### src/include/ots_pkg.sv
// ots_pkg: constants and types of the over-travel, fault clear and drive enable sequencer.
// assumes a 10 MHz control clock and a plain strobe register port.
package ots_pkg;
	// ----------------------------------------
	// register port
	// ----------------------------------------
	localparam int ADDR_W = 8;
	localparam int DATA_W = 32;
	localparam logic [7:0] OFS_FWD_SEL = 8'h00;    // forward limit terminal select
	localparam logic [7:0] OFS_REV_SEL = 8'h04;    // reverse limit terminal select
	localparam logic [7:0] OFS_CLR_SEL = 8'h08;    // fault clear terminal select
	localparam logic [7:0] OFS_ENA_SEL = 8'h0c;    // drive enable terminal select
	localparam logic [7:0] OFS_ACTION = 8'h10;     // travel limit action code
	localparam logic [7:0] OFS_SEQ_CAP = 8'h14;    // sequence torque cap, percent
	localparam logic [7:0] OFS_PEAK = 8'h18;       // peak motor torque, percent
	localparam logic [7:0] OFS_STATE = 8'h1c;      // read-only status
	localparam logic [7:0] OFS_IRQ_STAT = 8'h20;   // sticky events, write one to clear
	localparam logic [7:0] OFS_IRQ_MASK = 8'h24;   // event enables
	// ----------------------------------------
	// function selects: bits 2:0 terminal, bit 3 active low
	// ----------------------------------------
	localparam int SEL_W = 4;
	localparam int SEL_POL_BIT = 3;
	localparam int N_FN = 4;
	localparam int FN_FWD = 0;
	localparam int FN_REV = 1;
	localparam int FN_CLR = 2;
	localparam int FN_ENA = 3;
	localparam logic [3:0] FWD_SEL_RST = 4'h2;
	localparam logic [3:0] REV_SEL_RST = 4'h3;
	localparam logic [3:0] CLR_SEL_RST = 4'h1;
	localparam logic [3:0] ENA_SEL_RST = 4'h0;
	// ----------------------------------------
	// action codes
	// ----------------------------------------
	localparam logic [2:0] block_brake_stay_enabled = 3'h0;
	localparam logic [2:0] block_dynbrake_stay_enabled = 3'h1;
	localparam logic [2:0] block_coast_stay_enabled = 3'h2;
	localparam logic [2:0] block_brake_then_disable = 3'h3;
	localparam logic [2:0] block_dynbrake_then_disable = 3'h4;
	localparam logic [2:0] block_coast_then_disable = 3'h5;
	localparam logic [2:0] accept_cmd_zero_speed_cap = 3'h6;
	// ----------------------------------------
	// torque in percent
	// ----------------------------------------
	localparam int TQ_W = 10;
	localparam logic [9:0] CAP_MIN = 10'h00a;      // 10 percent
	localparam logic [9:0] CAP_MAX = 10'h1f4;      // 500 percent
	localparam logic [9:0] CAP_RST = 10'h12c;      // 300 percent
	localparam logic [9:0] PEAK_RST = 10'h12c;
	// ----------------------------------------
	// braking style and interrupt bits
	// ----------------------------------------
	localparam logic [1:0] BRK_NONE = 2'h0;
	localparam logic [1:0] BRK_SERVO = 2'h1;
	localparam logic [1:0] BRK_DYN = 2'h2;
	localparam logic [1:0] BRK_COAST = 2'h3;
	localparam int N_EV = 4;
	localparam int EV_FWD = 0;                     // forward limit reached
	localparam int EV_REV = 1;                     // reverse limit reached
	localparam int EV_STOP = 2;                    // limit stop finished
	localparam int EV_CLR = 3;                     // alarm cleared
	// ----------------------------------------
	// sequencer states
	// ----------------------------------------
	typedef enum logic [4:0]
	{
		ST_OFF = 5'h01,
		ST_RUN = 5'h02,
		ST_STOP = 5'h04,
		ST_HOLD = 5'h08,
		ST_TRIP = 5'h10
	} ots_state_type;
endpackage

### src/include/ots_fn_if.sv
// ots_fn_if: function selects out to the terminal mapper and valid conditions back.
// assumes one clock shared by both ends.
`timescale 1ns/1ns
interface ots_fn_if;
	import ots_pkg::*;
	logic [SEL_W-1:0] sel [N_FN];   // per function terminal and polarity
	logic [N_FN-1:0] valid;         // per function valid condition
	modport map
	(
		input sel,
		output valid
	);
	modport core
	(
		output sel,
		input valid
	);
endinterface

### src/ots_input_map.sv
// ots_input_map: synchronises the general input terminals and derives function valid levels.
// assumes terminals are asynchronous pins and selects come from the same clock.
`timescale 1ns/1ns
module ots_input_map
	import ots_pkg::*;
#(
	parameter int N_TERM = 8
)
(
	input wire logic clock,
	input wire logic rst_n,
	input wire logic [N_TERM-1:0] terminal_in,
	ots_fn_if.map fn
);
	// ----------------------------------------
	// checks and helpers
	// ----------------------------------------
	if (N_TERM < 1 || N_TERM > 8)
	begin : g_chk
		$error("N_TERM must be 1 to 8");
	end
	// pick one terminal and apply its polarity
	function automatic logic pick(input logic [N_TERM-1:0] t, input logic [SEL_W-1:0] s);
		logic v;
		v = (32'(s[2:0]) < N_TERM) ? t[s[2:0]] : 1'b0;
		return v ^ s[SEL_POL_BIT];
	endfunction
	logic [N_TERM-1:0] meta_r;   // first stage, read by second only
	logic [N_TERM-1:0] sync_r;   // stable terminal levels
	// ----------------------------------------
	// two-stage synchroniser
	// ----------------------------------------
	always_ff @(posedge clock or negedge rst_n)
	begin
		if (!rst_n)
		begin
			meta_r <= '0;
			sync_r <= '0;
		end
		else
		begin
			meta_r <= terminal_in;
			sync_r <= meta_r;
		end
	end
	// ----------------------------------------
	// per function valid, once per cycle
	// ----------------------------------------
	always_ff @(posedge clock or negedge rst_n)
	begin
		if (!rst_n)
			fn.valid <= '0;
		else
			for (int i = 0; i < N_FN; i++)
				fn.valid[i] <= pick(sync_r, fn.sel[i]);
	end
endmodule

### src/ots_torque_cap.sv
// ots_torque_cap: effective sequence torque limit, bounded by range and motor peak.
// assumes setting values arrive from registers of the same clock.
`timescale 1ns/1ns
module ots_torque_cap
	import ots_pkg::*;
(
	input wire logic clock,
	input wire logic rst_n,
	input wire logic [TQ_W-1:0] sequence_torque_cap,
	input wire logic [TQ_W-1:0] peak_motor_torque,
	input wire logic apply,
	output logic cap_active,
	output logic [TQ_W-1:0] cap_value
);
	// keep a setting inside 10 to 500 percent
	function automatic logic [TQ_W-1:0] bound(input logic [TQ_W-1:0] v);
		if (v < CAP_MIN)
			return CAP_MIN;
		else if (v > CAP_MAX)
			return CAP_MAX;
		else
			return v;
	endfunction
	logic [TQ_W-1:0] want;   // bounded setting
	assign want = bound(sequence_torque_cap);
	// ----------------------------------------
	// registered limit, peak wins when lower
	// ----------------------------------------
	always_ff @(posedge clock or negedge rst_n)
	begin
		if (!rst_n)
		begin
			cap_active <= 1'b0;
			cap_value <= CAP_RST;
		end
		else
		begin
			cap_active <= apply;
			cap_value <= (want > peak_motor_torque) ? peak_motor_torque : want;
		end
	end
endmodule

### src/ots_sequencer.sv
// ots_sequencer: over-travel stop, sequence torque cap, fault clear and drive enable.
// assumes motor status, alarm and sequence inputs come from logic on the same clock.
//
// The plain strobed port and the address map are this design's own decisions.
`timescale 1ns/1ns
module ots_sequencer
	import ots_pkg::*;
#(
	parameter int N_TERM = 8
)
(
	input wire logic clock,
	input wire logic reset_n,
	input wire logic [N_TERM-1:0] terminal_in,
	input wire logic motor_stopped,
	input wire logic alarm_event,
	input wire logic alarm_hard,
	input wire logic jog_active,
	input wire logic brake_standby,
	input wire logic servo_brake_op,
	input wire logic [ADDR_W-1:0] bus_addr,
	input wire logic [DATA_W-1:0] bus_wdata,
	input wire logic bus_wr,
	input wire logic bus_rd,
	output logic [DATA_W-1:0] bus_rdata,
	output logic position_command_block,
	output logic forward_move_block,
	output logic reverse_move_block,
	output logic speed_cap_zero,
	output logic [1:0] brake_mode,
	output logic drive_enabled,
	output logic torque_cap_active,
	output logic [TQ_W-1:0] torque_cap_value,
	output logic alarm_active,
	output logic irq
);
	// ----------------------------------------
	// reset release
	// ----------------------------------------
	logic rst_meta_r;   // first release stage
	logic rst_n_r;      // reset used by the rest
	// release through two flops, assert at once
	always_ff @(posedge clock or negedge reset_n)
	begin
		if (!reset_n)
		begin
			rst_meta_r <= 1'b0;
			rst_n_r <= 1'b0;
		end
		else
		begin
			rst_meta_r <= 1'b1;
			rst_n_r <= rst_meta_r;
		end
	end
	// ----------------------------------------
	// helpers
	// ----------------------------------------
	// codes that stop by servo braking
	function automatic logic is_servo_brake(input logic [2:0] c);
		return (c == block_brake_stay_enabled) || (c == block_brake_then_disable);
	endfunction
	// codes that leave the drive on after the stop
	function automatic logic stays_on(input logic [2:0] c);
		return (c == block_brake_stay_enabled) || (c == block_dynbrake_stay_enabled)
			|| (c == block_coast_stay_enabled);
	endfunction
	// braking style of a stop code
	function automatic logic [1:0] style(input logic [2:0] c);
		case (c)
			block_brake_stay_enabled, block_brake_then_disable: return BRK_SERVO;
			block_dynbrake_stay_enabled, block_dynbrake_then_disable: return BRK_DYN;
			block_coast_stay_enabled, block_coast_then_disable: return BRK_COAST;
			default: return BRK_NONE;
		endcase
	endfunction
	// ----------------------------------------
	// settings and status registers
	// ----------------------------------------
	logic [SEL_W-1:0] fwd_sel_r;            // forward limit terminal
	logic [SEL_W-1:0] rev_sel_r;            // reverse limit terminal
	logic [SEL_W-1:0] clr_sel_r;            // fault clear terminal
	logic [SEL_W-1:0] ena_sel_r;            // drive enable terminal
	logic [2:0] action_r;                   // travel_limit_action_select
	logic [TQ_W-1:0] seq_cap_r;             // sequence_torque_cap
	logic [TQ_W-1:0] peak_r;                // peak_motor_torque
	logic [N_EV-1:0] irq_stat_r;            // sticky events
	logic [N_EV-1:0] irq_mask_r;            // event enables
	logic [N_EV-1:0] ev;                    // this cycle's events
	logic [N_EV-1:0] stat_nxt;              // next sticky value
	logic [DATA_W-1:0] rd_nxt;              // read mux
	// ----------------------------------------
	// terminal mapping
	// ----------------------------------------
	ots_fn_if fn_bus();
	assign fn_bus.sel[FN_FWD] = fwd_sel_r;
	assign fn_bus.sel[FN_REV] = rev_sel_r;
	assign fn_bus.sel[FN_CLR] = clr_sel_r;
	assign fn_bus.sel[FN_ENA] = ena_sel_r;
	ots_input_map #(
		.N_TERM(N_TERM)
	) u_map (
		.clock(clock),
		.rst_n(rst_n_r),
		.terminal_in(terminal_in),
		.fn(fn_bus.map)
	);
	logic forward_travel_limit;   // forward limit valid
	logic reverse_travel_limit;   // reverse limit valid
	logic fault_clear_input;      // fault clear valid
	logic drive_enable_signal;    // drive enable valid
	logic limit_any;              // either limit valid
	assign forward_travel_limit = fn_bus.valid[FN_FWD];
	assign reverse_travel_limit = fn_bus.valid[FN_REV];
	assign fault_clear_input = fn_bus.valid[FN_CLR];
	assign drive_enable_signal = fn_bus.valid[FN_ENA];
	assign limit_any = forward_travel_limit | reverse_travel_limit;
	// ----------------------------------------
	// register writes
	// ----------------------------------------
	// settings, written by software only
	always_ff @(posedge clock or negedge rst_n_r)
	begin
		if (!rst_n_r)
		begin
			fwd_sel_r <= FWD_SEL_RST;
			rev_sel_r <= REV_SEL_RST;
			clr_sel_r <= CLR_SEL_RST;
			ena_sel_r <= ENA_SEL_RST;
			action_r <= block_brake_stay_enabled;
			seq_cap_r <= CAP_RST;
			peak_r <= PEAK_RST;
			irq_mask_r <= '0;
		end
		else if (bus_wr)
		begin
			case (bus_addr)
				OFS_FWD_SEL: fwd_sel_r <= bus_wdata[SEL_W-1:0];
				OFS_REV_SEL: rev_sel_r <= bus_wdata[SEL_W-1:0];
				OFS_CLR_SEL: clr_sel_r <= bus_wdata[SEL_W-1:0];
				OFS_ENA_SEL: ena_sel_r <= bus_wdata[SEL_W-1:0];
				OFS_ACTION: action_r <= bus_wdata[2:0];
				OFS_SEQ_CAP: seq_cap_r <= bus_wdata[TQ_W-1:0];
				OFS_PEAK: peak_r <= bus_wdata[TQ_W-1:0];
				OFS_IRQ_MASK: irq_mask_r <= bus_wdata[N_EV-1:0];
				default: ;
			endcase
		end
	end
	// ----------------------------------------
	// alarm latch
	// ----------------------------------------
	logic alarm_r;        // any alarm standing
	logic alarm_hard_r;   // alarm needing a power cycle
	logic clr_prev_r;     // fault clear last cycle
	logic clr_rise;       // fault clear became valid
	assign clr_rise = fault_clear_input & ~clr_prev_r;
	// new alarms win over a clear in the same cycle
	always_ff @(posedge clock or negedge rst_n_r)
	begin
		if (!rst_n_r)
		begin
			alarm_r <= 1'b0;
			alarm_hard_r <= 1'b0;
			clr_prev_r <= 1'b0;
		end
		else
		begin
			clr_prev_r <= fault_clear_input;
			if (alarm_event)
			begin
				alarm_r <= 1'b1;
				alarm_hard_r <= alarm_hard_r | alarm_hard;
			end
			else if (clr_rise && !alarm_hard_r)
				alarm_r <= 1'b0;
		end
	end
	// ----------------------------------------
	// stop sequencer
	// ----------------------------------------
	ots_state_type state_r;    // sequencer state
	ots_state_type state_nxt;  // next state
	logic go_off;              // lose enable or alarm
	// an alarm or lost enable wins over limit handling in every state but ST_TRIP, which waits for the limit to clear
	assign go_off = ~drive_enable_signal | alarm_r;
	// next state
	always_comb
	begin
		state_nxt = state_r;
		case (state_r)
			ST_OFF:
				if (!go_off)
					state_nxt = ST_RUN;
			ST_RUN:
				if (go_off)
					state_nxt = ST_OFF;
				else if (limit_any && action_r != accept_cmd_zero_speed_cap
					&& action_r <= block_coast_then_disable)
					state_nxt = ST_STOP;
			ST_STOP:
				if (go_off)
					state_nxt = ST_OFF;
				else if (motor_stopped)
					state_nxt = stays_on(action_r) ? ST_HOLD : ST_TRIP;
			ST_HOLD:
				// enabled and blocked until the limit clears
				if (go_off)
					state_nxt = ST_OFF;
				else if (!limit_any)
					state_nxt = ST_RUN;
			ST_TRIP:
				// disabled until the limit clears, then re-arm from off
				if (!limit_any)
					state_nxt = ST_OFF;
			default:
				state_nxt = ST_OFF;
		endcase
	end
	// state register
	always_ff @(posedge clock or negedge rst_n_r)
	begin
		if (!rst_n_r)
			state_r <= ST_OFF;
		else
			state_r <= state_nxt;
	end
	// ----------------------------------------
	// motion outputs
	// ----------------------------------------
	logic in_stop;     // braking in progress
	logic servo_brk;   // stopping by servo braking
	assign in_stop = (state_r == ST_STOP);
	assign servo_brk = in_stop & is_servo_brake(action_r);
	// registered so outputs are glitch free toward the drive
	always_ff @(posedge clock or negedge rst_n_r)
	begin
		if (!rst_n_r)
		begin
			position_command_block <= 1'b0;
			forward_move_block <= 1'b0;
			reverse_move_block <= 1'b0;
			speed_cap_zero <= 1'b0;
			brake_mode <= BRK_NONE;
			drive_enabled <= 1'b0;
		end
		else
		begin
			// blocked from the stop until the limit clears
			position_command_block <= (state_nxt == ST_STOP) || (state_nxt == ST_HOLD)
				|| (state_nxt == ST_TRIP);
			// no travel past a limit in its direction
			forward_move_block <= forward_travel_limit;
			reverse_move_block <= reverse_travel_limit;
			// zero speed cap while limited, stay-on codes and code 06
			speed_cap_zero <= limit_any && (stays_on(action_r)
				|| action_r == accept_cmd_zero_speed_cap);
			brake_mode <= (state_nxt == ST_STOP) ? style(action_r) : BRK_NONE;
			drive_enabled <= (state_nxt == ST_RUN) || (state_nxt == ST_STOP)
				|| (state_nxt == ST_HOLD);
		end
	end
	assign alarm_active = alarm_r;
	// ----------------------------------------
	// sequence torque cap
	// ----------------------------------------
	logic cap_apply;   // any sequence needing the cap
	// limit stop by servo braking, jog, brake standby, servo brake
	assign cap_apply = servo_brk | jog_active | brake_standby | servo_brake_op;
	ots_torque_cap u_cap (
		.clock(clock),
		.rst_n(rst_n_r),
		.sequence_torque_cap(seq_cap_r),
		.peak_motor_torque(peak_r),
		.apply(cap_apply),
		.cap_active(torque_cap_active),
		.cap_value(torque_cap_value)
	);
	// ----------------------------------------
	// interrupt events
	// ----------------------------------------
	logic fwd_prev_r;   // forward limit last cycle
	logic rev_prev_r;   // reverse limit last cycle
	// edge memory for limit events
	always_ff @(posedge clock or negedge rst_n_r)
	begin
		if (!rst_n_r)
		begin
			fwd_prev_r <= 1'b0;
			rev_prev_r <= 1'b0;
		end
		else
		begin
			fwd_prev_r <= forward_travel_limit;
			rev_prev_r <= reverse_travel_limit;
		end
	end
	// event sources
	always_comb
	begin
		ev = '0;
		ev[EV_FWD] = forward_travel_limit & ~fwd_prev_r;
		ev[EV_REV] = reverse_travel_limit & ~rev_prev_r;
		ev[EV_STOP] = in_stop & ~go_off & motor_stopped;
		ev[EV_CLR] = alarm_r & ~alarm_event & clr_rise & ~alarm_hard_r;
	end
	// write one to clear, but a new event keeps its bit
	always_comb
	begin
		stat_nxt = irq_stat_r;
		if (bus_wr && bus_addr == OFS_IRQ_STAT)
			stat_nxt = stat_nxt & ~bus_wdata[N_EV-1:0];
		stat_nxt = stat_nxt | ev;
	end
	// sticky status
	always_ff @(posedge clock or negedge rst_n_r)
	begin
		if (!rst_n_r)
			irq_stat_r <= '0;
		else
			irq_stat_r <= stat_nxt;
	end
	assign irq = |(irq_stat_r & irq_mask_r);
	// ----------------------------------------
	// register reads
	// ----------------------------------------
	// unmapped addresses read zero
	always_comb
	begin
		rd_nxt = '0;
		case (bus_addr)
			OFS_FWD_SEL: rd_nxt[SEL_W-1:0] = fwd_sel_r;
			OFS_REV_SEL: rd_nxt[SEL_W-1:0] = rev_sel_r;
			OFS_CLR_SEL: rd_nxt[SEL_W-1:0] = clr_sel_r;
			OFS_ENA_SEL: rd_nxt[SEL_W-1:0] = ena_sel_r;
			OFS_ACTION: rd_nxt[2:0] = action_r;
			OFS_SEQ_CAP: rd_nxt[TQ_W-1:0] = seq_cap_r;
			OFS_PEAK: rd_nxt[TQ_W-1:0] = peak_r;
			OFS_STATE: rd_nxt[15:0] = {fn_bus.valid, alarm_hard_r, alarm_r, brake_mode,
				drive_enabled, speed_cap_zero, position_command_block, state_r};
			OFS_IRQ_STAT: rd_nxt[N_EV-1:0] = irq_stat_r;
			OFS_IRQ_MASK: rd_nxt[N_EV-1:0] = irq_mask_r;
			default: rd_nxt = '0;
		endcase
	end
	// read data only in the cycle after the strobe
	always_ff @(posedge clock or negedge rst_n_r)
	begin
		if (!rst_n_r)
			bus_rdata <= '0;
		else if (bus_rd)
			bus_rdata <= rd_nxt;
		else
			bus_rdata <= '0;
	end
endmodule

### config.mk
export PLATFORM = sky130hd
export DESIGN_NAME = ots_sequencer
export DESIGN_NICKNAME = d
export VERILOG_FILES = /design/src/include/ots_pkg.sv /design/src/include/ots_fn_if.sv /design/src/ots_input_map.sv /design/src/ots_torque_cap.sv /design/src/ots_sequencer.sv
export SDC_FILE = /design/constraint.sdc
export NUM_CORES = 1
export LEC_CHECK = 0
export BUFFER_PORTS_ARGS = -buffer_cell sky130_fd_sc_hd__clkbuf_2
export CAP_MARGIN = 20
export CORE_ASPECT_RATIO = 0.8
export CORE_MARGIN = 2
export CORE_UTILIZATION = 45
export CTS_CLUSTER_DIAMETER = 50
export DETAILED_ROUTE_END_ITERATION = 10
export HOLD_SLACK_MARGIN = 0.06
export PLACE_DENSITY = 0.77
export SLEW_MARGIN = 20
export SYNTH_ARGS = -nofsm -noshare
export SYNTH_HDL_FRONTEND = slang
export SYNTH_SLANG_ARGS = --single-unit
### constraint.sdc
create_clock -name clock -period 9.05 [get_ports clock]
set_input_delay 0 -clock clock [delete_from_list [all_inputs] [get_ports clock]]
set_output_delay 0 -clock clock [all_outputs]
set_load 0.05 [all_outputs]
# Word level (Yosys, flattened, before mapping)
# Cells that the tools add are included.
# word_totals
mem_bits_rw,0
latchBits,0
romBits,0
regBits,111
n_memories,0
output_inout_bits,52
in_bits,58
elab_cells,150
# classes
n_addsub,0
n_eq_ne,25
n_reduce_logical,29
div_mod_pow,0
multipliers,0
n_bitwise,30
n_shift,0
muxes,31
magnitude_cmp,8
# ops
cell,n
$mux W5,9
$eq A8 B5 Y1 const B,4
$mux W10,3
$pmux W3 S10,1
$pmux W5 S5,1
$pmux W6 S3,1
$eq A8 B4 Y1 const B,2
$eq A8 B6 Y1 const B,2
$lt A3 B4 Y1 const B,4
$mux W16,1
$reduce_and A2 Y1,8
$bmux W1 S3,4
$eq A5 B2 Y1 const B,2
$eq A5 B3 Y1 const B,2
$eq A5 B4 Y1 const B,2
$eq A5 B5 Y1 const B,2
$gt A10 B10 Y1,1
$gt A10 B9 Y1 const B,1
$lt A10 B4 Y1 const B,1
$and A1 B1 Y1,9
$eq A3 B3 Y1 const B,3
$pmux W1 S9,1
$and A4 B4 Y4,2
$eq A8 B3 Y1 const B,1
23 further kinds,56

# Logic depth before layout (Yosys ltp)
# Gate-level depths: netlist (run 1).
# depth
depth_word,10
ltp_mapped,10
depth_no_buf,10

# Cells and area by module
# Synthesis (run 1) repeated with hierarchy kept, for this count alone.
# hier_totals
hier_cells,477
area_unflattened_um2,5612.9
# by_module_without_submodules
module,seq_area_each_um2,area_each_um2,n_inst,cells_each
ots_sequencer,2018.2,4008.8,1,345
ots_input_map,500.5,805.8,1,48
ots_torque_cap,280.3,798.3,1,84

# Least setup slack after synthesis (run 1)
# No wires, ideal clock.
# synth_path
path_type,reg2reg
from,register seq_cap_r[8]
to,register u_cap.cap_value[1]
setup_time_ns,0.125
period_less_slack_ns,2.508
t_required_ns,8.925
path_buffers,0
path_slack_ns,6.542
arrival_time_ns,2.383
path_stages_with_launch,10
cell_sequence,dfstp_2 and4_1 a31oi_1 a21o_1 ha_1 and4_1 nand4_1 o221ai_1 a21oi_2 mux2_2
# synth_between
elab_chain_len,5
word_cells_on_any_way,6
classes_between,order compare: 3; mux: 3
# synth_lines
item,line,source
from (decl),ots_sequencer.sv:85,logic [TQ_W-1:0] seq_cap_r;
from (signal assigned),ots_sequencer.sv:143,OFS_SEQ_CAP: seq_cap_r <= bus_wdata[TQ_W-1:0];
$gt A10 B9 Y1,ots_torque_cap.sv:19,else if (v > CAP_MAX)
$mux W10,ots_torque_cap.sv:19,
$mux W10 *,ots_torque_cap.sv:17,if (v < CAP_MIN)
$gt A10 B10 Y1,ots_torque_cap.sv:39,cap_value <= (want > peak_motor_torque) ? peak_motor_torque : want;
$mux W10 *,ots_torque_cap.sv:39,
to (signal assigned),ots_torque_cap.sv:39,
to (decl),ots_torque_cap.sv:13,output logic [TQ_W-1:0] cap_value
# Every way passes the cells marked *; elsewhere a longest branch is shown, timed or not.
# A chain may end at the register's enable or synchronous reset.

# Final worst setup path (run 1)
# layout_path
from,register seq_cap_r[1]
to,register u_cap.cap_value[4]
# The elaborated chain is that of the path after synthesis.

==> results of run 1 <==
## layout by cell type (no fill, tap or decap), types with 3 or more instances in the layout
master	n
a31oi_1	3
mux2_4	10
mux4_2	8
mux2_2	32
o21a_1	5
nor3_1	5
a21oi_1	5
a211oi_1	5
mux2i_1	13
and4_1	3
nor2_1	27
nand3b_1	4
dfrtp_1	93
or2_2	4
inv_1	20
conb_1	18
dlygate4sd3_1	27
ha_1	10
xor2_1	3
a22o_1	4
and3_1	5
a21o_1	4
nand2_1	40
o22ai_1	3
a22oi_1	13
nand3_1	9
o221ai_1	3
clkbuf_16	9
dfstp_2	17
clkbuf_2	71
nand2b_1	5
o21ai_0	24
xnor2_1	5
and2_1	7
nor2b_1	3
## state kept, by name (all words and copies together) (netlist names), 2 cells and up
| signal | flops |
|---|---|
| action_r | 3 |
| brake_mode | 2 |
| bus_rdata | 16 |
| clr_sel_r | 4 |
| ena_sel_r | 4 |
| fwd_sel_r | 4 |
| irq_mask_r | 4 |
| irq_stat_r | 4 |
| peak_r | 10 |
| rev_sel_r | 4 |
| seq_cap_r | 10 |
| state_r | 5 |
| u_cap.cap_value | 10 |
| u_map.fn.valid | 4 |
| u_map.meta_r | 8 |
| u_map.sync_r | 8 |
## synthesized netlist by cell type, types with 5 or more instances
cell	number
dfstp_2	17
a22oi_1	13
o21a_1	5
mux2_4	10
ha_1	10
and3_1	5
inv_1	20
nand2_1	40
nor2_1	28
o21ai_0	24
buf_4	16
dfrtp_1	94
clkbuf_1	11
mux4_2	8
xnor2_1	5
nand2b_1	5
nand3_1	9
and2_1	7
nor3_1	5
a21oi_1	5
a211oi_1	5
mux2i_1	13
mux2_2	32
## metrics by stage
| step | cell area, um^2 | util (%) | instances | total power, W | worst slack, ps |
|---|---|---|---|---|---|
| after global routing | 6422 | 55.13 | 706 | 0.001173 | 5821 |
| after floorplan | 5488 | - | 479 | 0.0006638 | 5759 |
| after global placement | 5821 | 49.97 | 663 | 0.0006955 | 6198 |
| after CTS | 6420 | 55.11 | 706 | 0.001143 | 6111 |
| final | 6422 | 55.13 | 706 | 0.001133 | 6069 |
| after detailed placement | 5821 | 49.97 | 663 | 0.0007023 | 6133 |
## power breakdown
part / leakage (nW) / total, W / internal, W / switching (W)
combinational: 1.50 / 0.000150 / 0.0000551 / 0.0000951
clock: 0.154 / 0.000431 / 0.000246 / 0.000186
sequential: 1.36 / 0.000552 / 0.000526 / 0.0000260
## cells by family after synthesis
| kind of cell | Yosys count |
|---|---|
| AOI/OAI and AO/OA | 82 |
| xor gates and xnor gates | 8 |
| adders and majority gates | 10 |
| buffers and inverters | 56 |
| DFF | 111 |
| muxes | 63 |
| other | 2 |
| and+or+nand+nor | 131 |
## worst paths after layout
kind / startpoint / to / slack, ps
min in group asynchronous: rst_n_r$_DFF_PN0_ / u_map.sync_r[3]$_DFF_PN0_ / 320
setup / recovery: seq_cap_r[1]$_DFFE_PN0P_ / u_cap.cap_value[4]$_DFF_PN0_ / 6070
setup reg to reg: seq_cap_r[1]$_DFFE_PN0P_ / u_cap.cap_value[4]$_DFF_PN0_ / 6070
hold reg to reg: rst_n_r$_DFF_PN0_ / u_map.sync_r[3]$_DFF_PN0_ / 320
max in group asynchronous: rst_n_r$_DFF_PN0_ / state_r[1]$_DFF_PN0_ / 7520
hold / removal: bus_addr[0] / bus_rdata[3]$_DFF_PN0_ / 120
## critical path, stage by stage, from the launching register on
cell and delay, ps:
dfrtp_1 440, o21ai_0 180, nand2b_1 70, a31oi_1 340
a21oi_1 180, ha_1 320, and4_1 190, nand4_1 80
o221ai_1 120, a21oi_2 520, mux2_2 420
## area by class of cell
class / instances / area, um^2 / area share, %
inverter: 20 / 75.07 / 1.169
multi-input combinational: 312 / 2397 / 37.33
sequential: 111 / 2803 / 43.64
timing repair buffer: 99 / 633.1 / 9.858
clock buffer: 9 / 225.2 / 3.507
clock inverter: 7 / 103.9 / 1.617
tap: 148 / 185.2 / 2.883
## routing by layer
| metal | GRT usage (%) | vias up |
|---|---|---|
| met2 | 34.59 | 143 |
| met4 | 6.593 | 0 |
| met5 | 0 | - |
| li1 | - | 1808 |
| met1 | 25.85 | 1935 |
| met3 | 4.450 | 12 |
## what timing repair did
| item | in CTS | in global routing |
|---|---|---|
| hold buffers | 27 | 0 |
| setup endpoints to repair | 0 | 0 |
| endpoints found under the hold margin | 32 | 0 |
==> impl_metrics.csv, run 1 <==
group,metric,value,unit
setup_path,critPathMaxFanout,10,
global_routing,grt_pass1_wl,20080,um
synthesis,synth_top_area_share,43.34,%
setup_path,critPathCaptureType,"flop",
global_routing,grt_max_degree,66,
global_routing,track_usage,20.14,%
placement,port_buffers,71,
sta,post-route-period-util,32.94,%
placement,dp.final_hpwl,8958,um
synthesis,yosysTopAreaCell,"dfrtp_1",
detailed_routing,dr.max_layer_used,"met4",
detailed_routing,met3_length,714,um
detailed_routing,routed_wl,12430,um
final_layout,n_antenna_cell,0,
sta,rsz0062_at_grt,"no",
detailed_routing,vias,3898,
synthesis,yosys_most_used_dff,"dfrtp_1",
setup_path,worstSetupPathType,"reg -> reg",
cts,cts_inserted_buffers,9,
sta,setup_viol_count_final,0,
synthesis,synth_fa_ha_area_share,2.305,%
global_routing,grt-ovfl-total,0,
setup_path,reg2reg_depth,10,
floorplan,dieArea,0.01296,mm^2
synthesis,ys_types,65,
hold_path,hp-class,"in -> reg",
detailed_routing,wl_per_cell,17.60,um
synthesis,synthesis.area,0.005428,mm^2
placement,finalWeightedCongestion,0.8785,
sta,hold_viol_final,0,
cts,cts_buffer_depth,2,
global_routing,grt_pass1_vias,3945,
floorplan,fp.dieW,126.8,um
cts,cts_resized,0,
cts,clk_latency,360,ps
setup_path,cp.required,9290,ps
synthesis,synth_cells,463,
detailed_routing,drtPass1Iterations,5,
cts,cts_tree,"yes",
synthesis,synth_top_family_by_area,"multiplexers",
setup_path,critPathLaunchType,"flop",
floorplan,num_io_pins,110,
global_routing,antenna_found_initial,0,
synthesis,yosys_register_bits,111,
synthesis,synth_warnings,0,
synthesis,async_reset_ff_share,100.0,%
flow_run,maxCapViolCount,0,
sta,whs,123.4,ps
synthesis,synth_xor_area_share,1.291,%
floorplan,rows,35,
detailed_routing,drcViolationCount,0,
detailed_routing,wl_met2,6129,um
power,power_density,176.5,mW/mm^2
detailed_routing,wl_met1,5424,um
sta,slew_headroom,47.52,%
synthesis,synth_mux_area_share,15.12,%
sta,finalSetupTns,0,ps
sta,slew_violations,0,
final_layout,finalNetCount,621,
floorplan,core,0.01165,mm^2
floorplan,die_h,102.2,um
synthesis,syn_area_per_cell,11.72,um^2
final_layout,drive_gt1_share,30.65,%
cts,clock_tree.root_cell,"clkbuf_16",
synthesis,synth-compound-area-share,10.42,%
detailed_routing,ant_nets,0,
floorplan,initial_utilization,46.60,%
synthesis,synth-simple-area-share,13.74,%
sta,tightest_slew,787.2,ps
cts,cts.clk_slew.worst_paths,80,ps
power,p_leak,3.016,nW
sta,fin_crit,2981,ps
sta,fin_skew,8.994,ps
cts,cts.sinks,111,
detailed_routing,vias_per_cell,5.521,
setup_path,arrival,3220,ps
synthesis,synth_edf_count,0,
synthesis,ys_seq_area_share,51.57,%
synthesis,yosys-top-cells-area,"dfrtp_1, dfstp_2, mux2_2",
sta,fmax,0.3355,GHz
cts,post_cts_buffers,0,
cts,cts_max_level,3,
detailed_routing,drt_iter0_markers,434,
power,ir_worst_vdd,0.0001299,V
final_layout,synthToLayoutAreaGrowth,18.33,%
final_layout,fillCellCount,976,
status,outcome,"finished clean",
hold_path,worstHoldPathCells,4,
(Power assumes the default switching activity.)
==> run 2: changes to the inputs <==
--- a/config.mk
+++ b/config.mk
@@ -13,7 +13,7 @@
 export CTS_CLUSTER_DIAMETER = 50
 export DETAILED_ROUTE_END_ITERATION = 10
 export HOLD_SLACK_MARGIN = 0.06
-export PLACE_DENSITY = 0.77
+export PLACE_DENSITY = 0.8
 export SLEW_MARGIN = 20
 export SYNTH_ARGS = -nofsm -noshare
 export SYNTH_HDL_FRONTEND = slang
==> constraint.sdc (replaced) <==
create_clock -name clock -period 2.74 [get_ports clock]
set_input_delay 0 -clock clock [delete_from_list [all_inputs] [get_ports clock]]
set_output_delay 0 -clock clock [all_outputs]
set_load 0.05 [all_outputs]
==> run 2 against run 1 <==
  * Worst setup slack got worse by 5900 ps
  * Cell count rose by 0.85%
  * Largest power group unchanged
  * Cell area rose by 1.3%
  * Sequential cell count did not move
  * Worst hold slack got worse by 28 ps
==> impl_metrics.csv, run 2 (same netlist as run 1, synthesis figures left out) <==
group,metric,value,unit
cts,clk_latency,350,ps
placement,placed_cell_area,0.005883,mm^2
sta,fin_ws,131.7,ps
global_routing,track_usage,19.63,%
cts,cts_tree,"yes",
final_layout,n_antenna_cell,0,
detailed_routing,vias,3885,
setup_path,arrival,2850,ps
power,power_density,572.2,mW/mm^2
sta,fin_crit,2608,ps
detailed_routing,vias_per_cell,5.456,
placement,port_buffers,71,
flow_run,maxCapViolCount,0,
detailed_routing,drtPass1Iterations,7,
global_routing,grt_pass1_vias,3807,
final_layout,final_util,55.85,%
sta,hold_viol_final,0,
detailed_routing,ant_nets,0,
global_routing,grt_max_degree,54,
placement,dp.final_hpwl,8712,um
final_layout,final_area,0.006506,mm^2
setup_path,worstSetupPathType,"reg -> reg",
final_layout,final_common_cell,"dfrtp_1",
sta,slew_headroom,44.79,%
detailed_routing,drt_iter0_markers,352,
sta,rsz0062_at_grt,"no",
final_layout,drive_gt1_share,31.38,%
sta,tightest_slew,807.2,ps
floorplan,fp.dieW,126.8,um
sta,fmax,0.3834,GHz
sta,post-route-period-util,95.19,%
sta,fin_skew,6.886,ps
status,outcome,"finished clean",
detailed_routing,routed_wl,11950,um
final_layout,fillCellCount,951,
global_routing,antenna_found_initial,0,
cts,cts_max_level,3,
floorplan,die_h,102.2,um
power,ir_worst_vdd,0.0004705,V
power,p_leak,3.062,nW
detailed_routing,drcViolationCount,0,
cts,cts_buffer_depth,2,
placement,finalWeightedCongestion,0.8755,
global_routing,grt_pass1_wl,19560,um
sta,finalSetupTns,0,ps
floorplan,num_io_pins,110,
setup_path,cp.required,2980,ps
setup_path,critPathMaxFanout,10,
floorplan,rows,35,
sta,slew_violations,0,
cts,post_cts_buffers,0,
setup_path,critPathLaunchType,"flop",
floorplan,dieArea,0.01296,mm^2
floorplan,initial_utilization,46.60,%
final_layout,finalNetCount,627,
sta,setup_viol_count_final,0,
cts,clock_tree.root_cell,"clkbuf_16",
floorplan,core,0.01165,mm^2
detailed_routing,wl_per_cell,16.78,um
global_routing,grt-ovfl-total,0,
final_layout,largest_reg_flops,16,
final_layout,synthToLayoutAreaGrowth,19.87,%
final_layout,final_cell_mix,"dfrtp_1, clkbuf_2, nand2_1, mux2_2",
hold_path,hp-class,"in -> reg",
placement,dp_worst_setup_slack,128.4,ps
cts,cts_inserted_buffers,9,
setup_path,critPathCaptureType,"flop",
cts,cts.sinks,111,
final_layout,regMostFlops,"bus_rdata",
cts,cts.clk_slew.worst_paths,70,ps
-- run 2: changes by cell type in the layout (fill, tap and decap cells not counted), sizes merged --
cell and delta:
inv -1, buf +5, clkinv +3, clkinvlp -2, dlygate4sd3 +1
-- run 2: path summary, 6_finish.rpt --
path	startpoint	endpoint	slack (ps)	cells past startpoint
setup / recovery	seq_cap_r[8]$_DFFE_PN1P_	u_cap.cap_value[7]$_DFF_PN0_	130	10
hold / removal	bus_addr[1]	bus_rdata[3]$_DFF_PN0_	90	4
setup reg to reg	seq_cap_r[8]$_DFFE_PN1P_	u_cap.cap_value[7]$_DFF_PN0_	130	10
hold reg to reg	rst_n_r$_DFF_PN0_	u_map.meta_r[2]$_DFF_PN0_	210	0
max in group asynchronous	rst_n_r$_DFF_PN0_	seq_cap_r[8]$_DFFE_PN1P_	1750	1
min in group asynchronous	rst_n_r$_DFF_PN0_	u_map.meta_r[2]$_DFF_PN0_	210	0
-- run 2: cell type report --
cell class	instances	area (um^2)	share of cell area, %
Multi-Input combinational cell	312	2416	37.13
Timing Repair Buffer	105	705.7	10.85
Tap cell	148	185.2	2.846
Clock buffer	9	225.2	3.462
Sequential cell	111	2803	43.08
Inverter	20	75.07	1.154
Clock inverter	7	96.34	1.481
-- run 2: worst max-delay path, cell delays in order (launching register included) --
cell      delay (ps)
dfstp_2          560
and4_1           230
a31oi_4          110
a21oi_1          250
ha_1             300
and4_1           180
nand4_1           90
o221ai_1         120
a21oi_2          180
buf_12           150
mux2_2           330
-- run 2: metrics by stage --
step | total power (W) | hold slack (ps) | std cells
after CTS | 0.003747 | 78.18 | 712
after detailed placement | 0.002319 | -210.9 | 668
final | 0.003723 | 94.99 | 712
after floorplan | 0.002193 | -295.6 | 479
after global placement | 0.002303 | -213.1 | 668
after global routing | 0.003863 | 112.1 | 712
-- run 2: routing by layer --
metal / up-vias / share of wire, % / GRT usage, %
met5: - / 0 / 0
met4: 0 / 1.8 / 6.678
met3: 17 / 5.9 / 5.131
met2: 132 / 49 / 32.18
met1: 1917 / 43 / 25.85
li1: 1819 / - / -
-- run 2: timing repair --
item	in CTS	in global routing
hold endpoints to repair	33	0
resized for setup	0	4
hold buffers	28	0
setup endpoints to repair	0	8
-- run 2: where the power goes --
group,total (W),internal [W],switching (W)
Combinational,0.000507,0.000189,0.000319
Clock,0.00140,0.000804,0.000595
Sequential,0.00182,0.00174,0.0000794
Total,0.00372,0.00273,0.000994
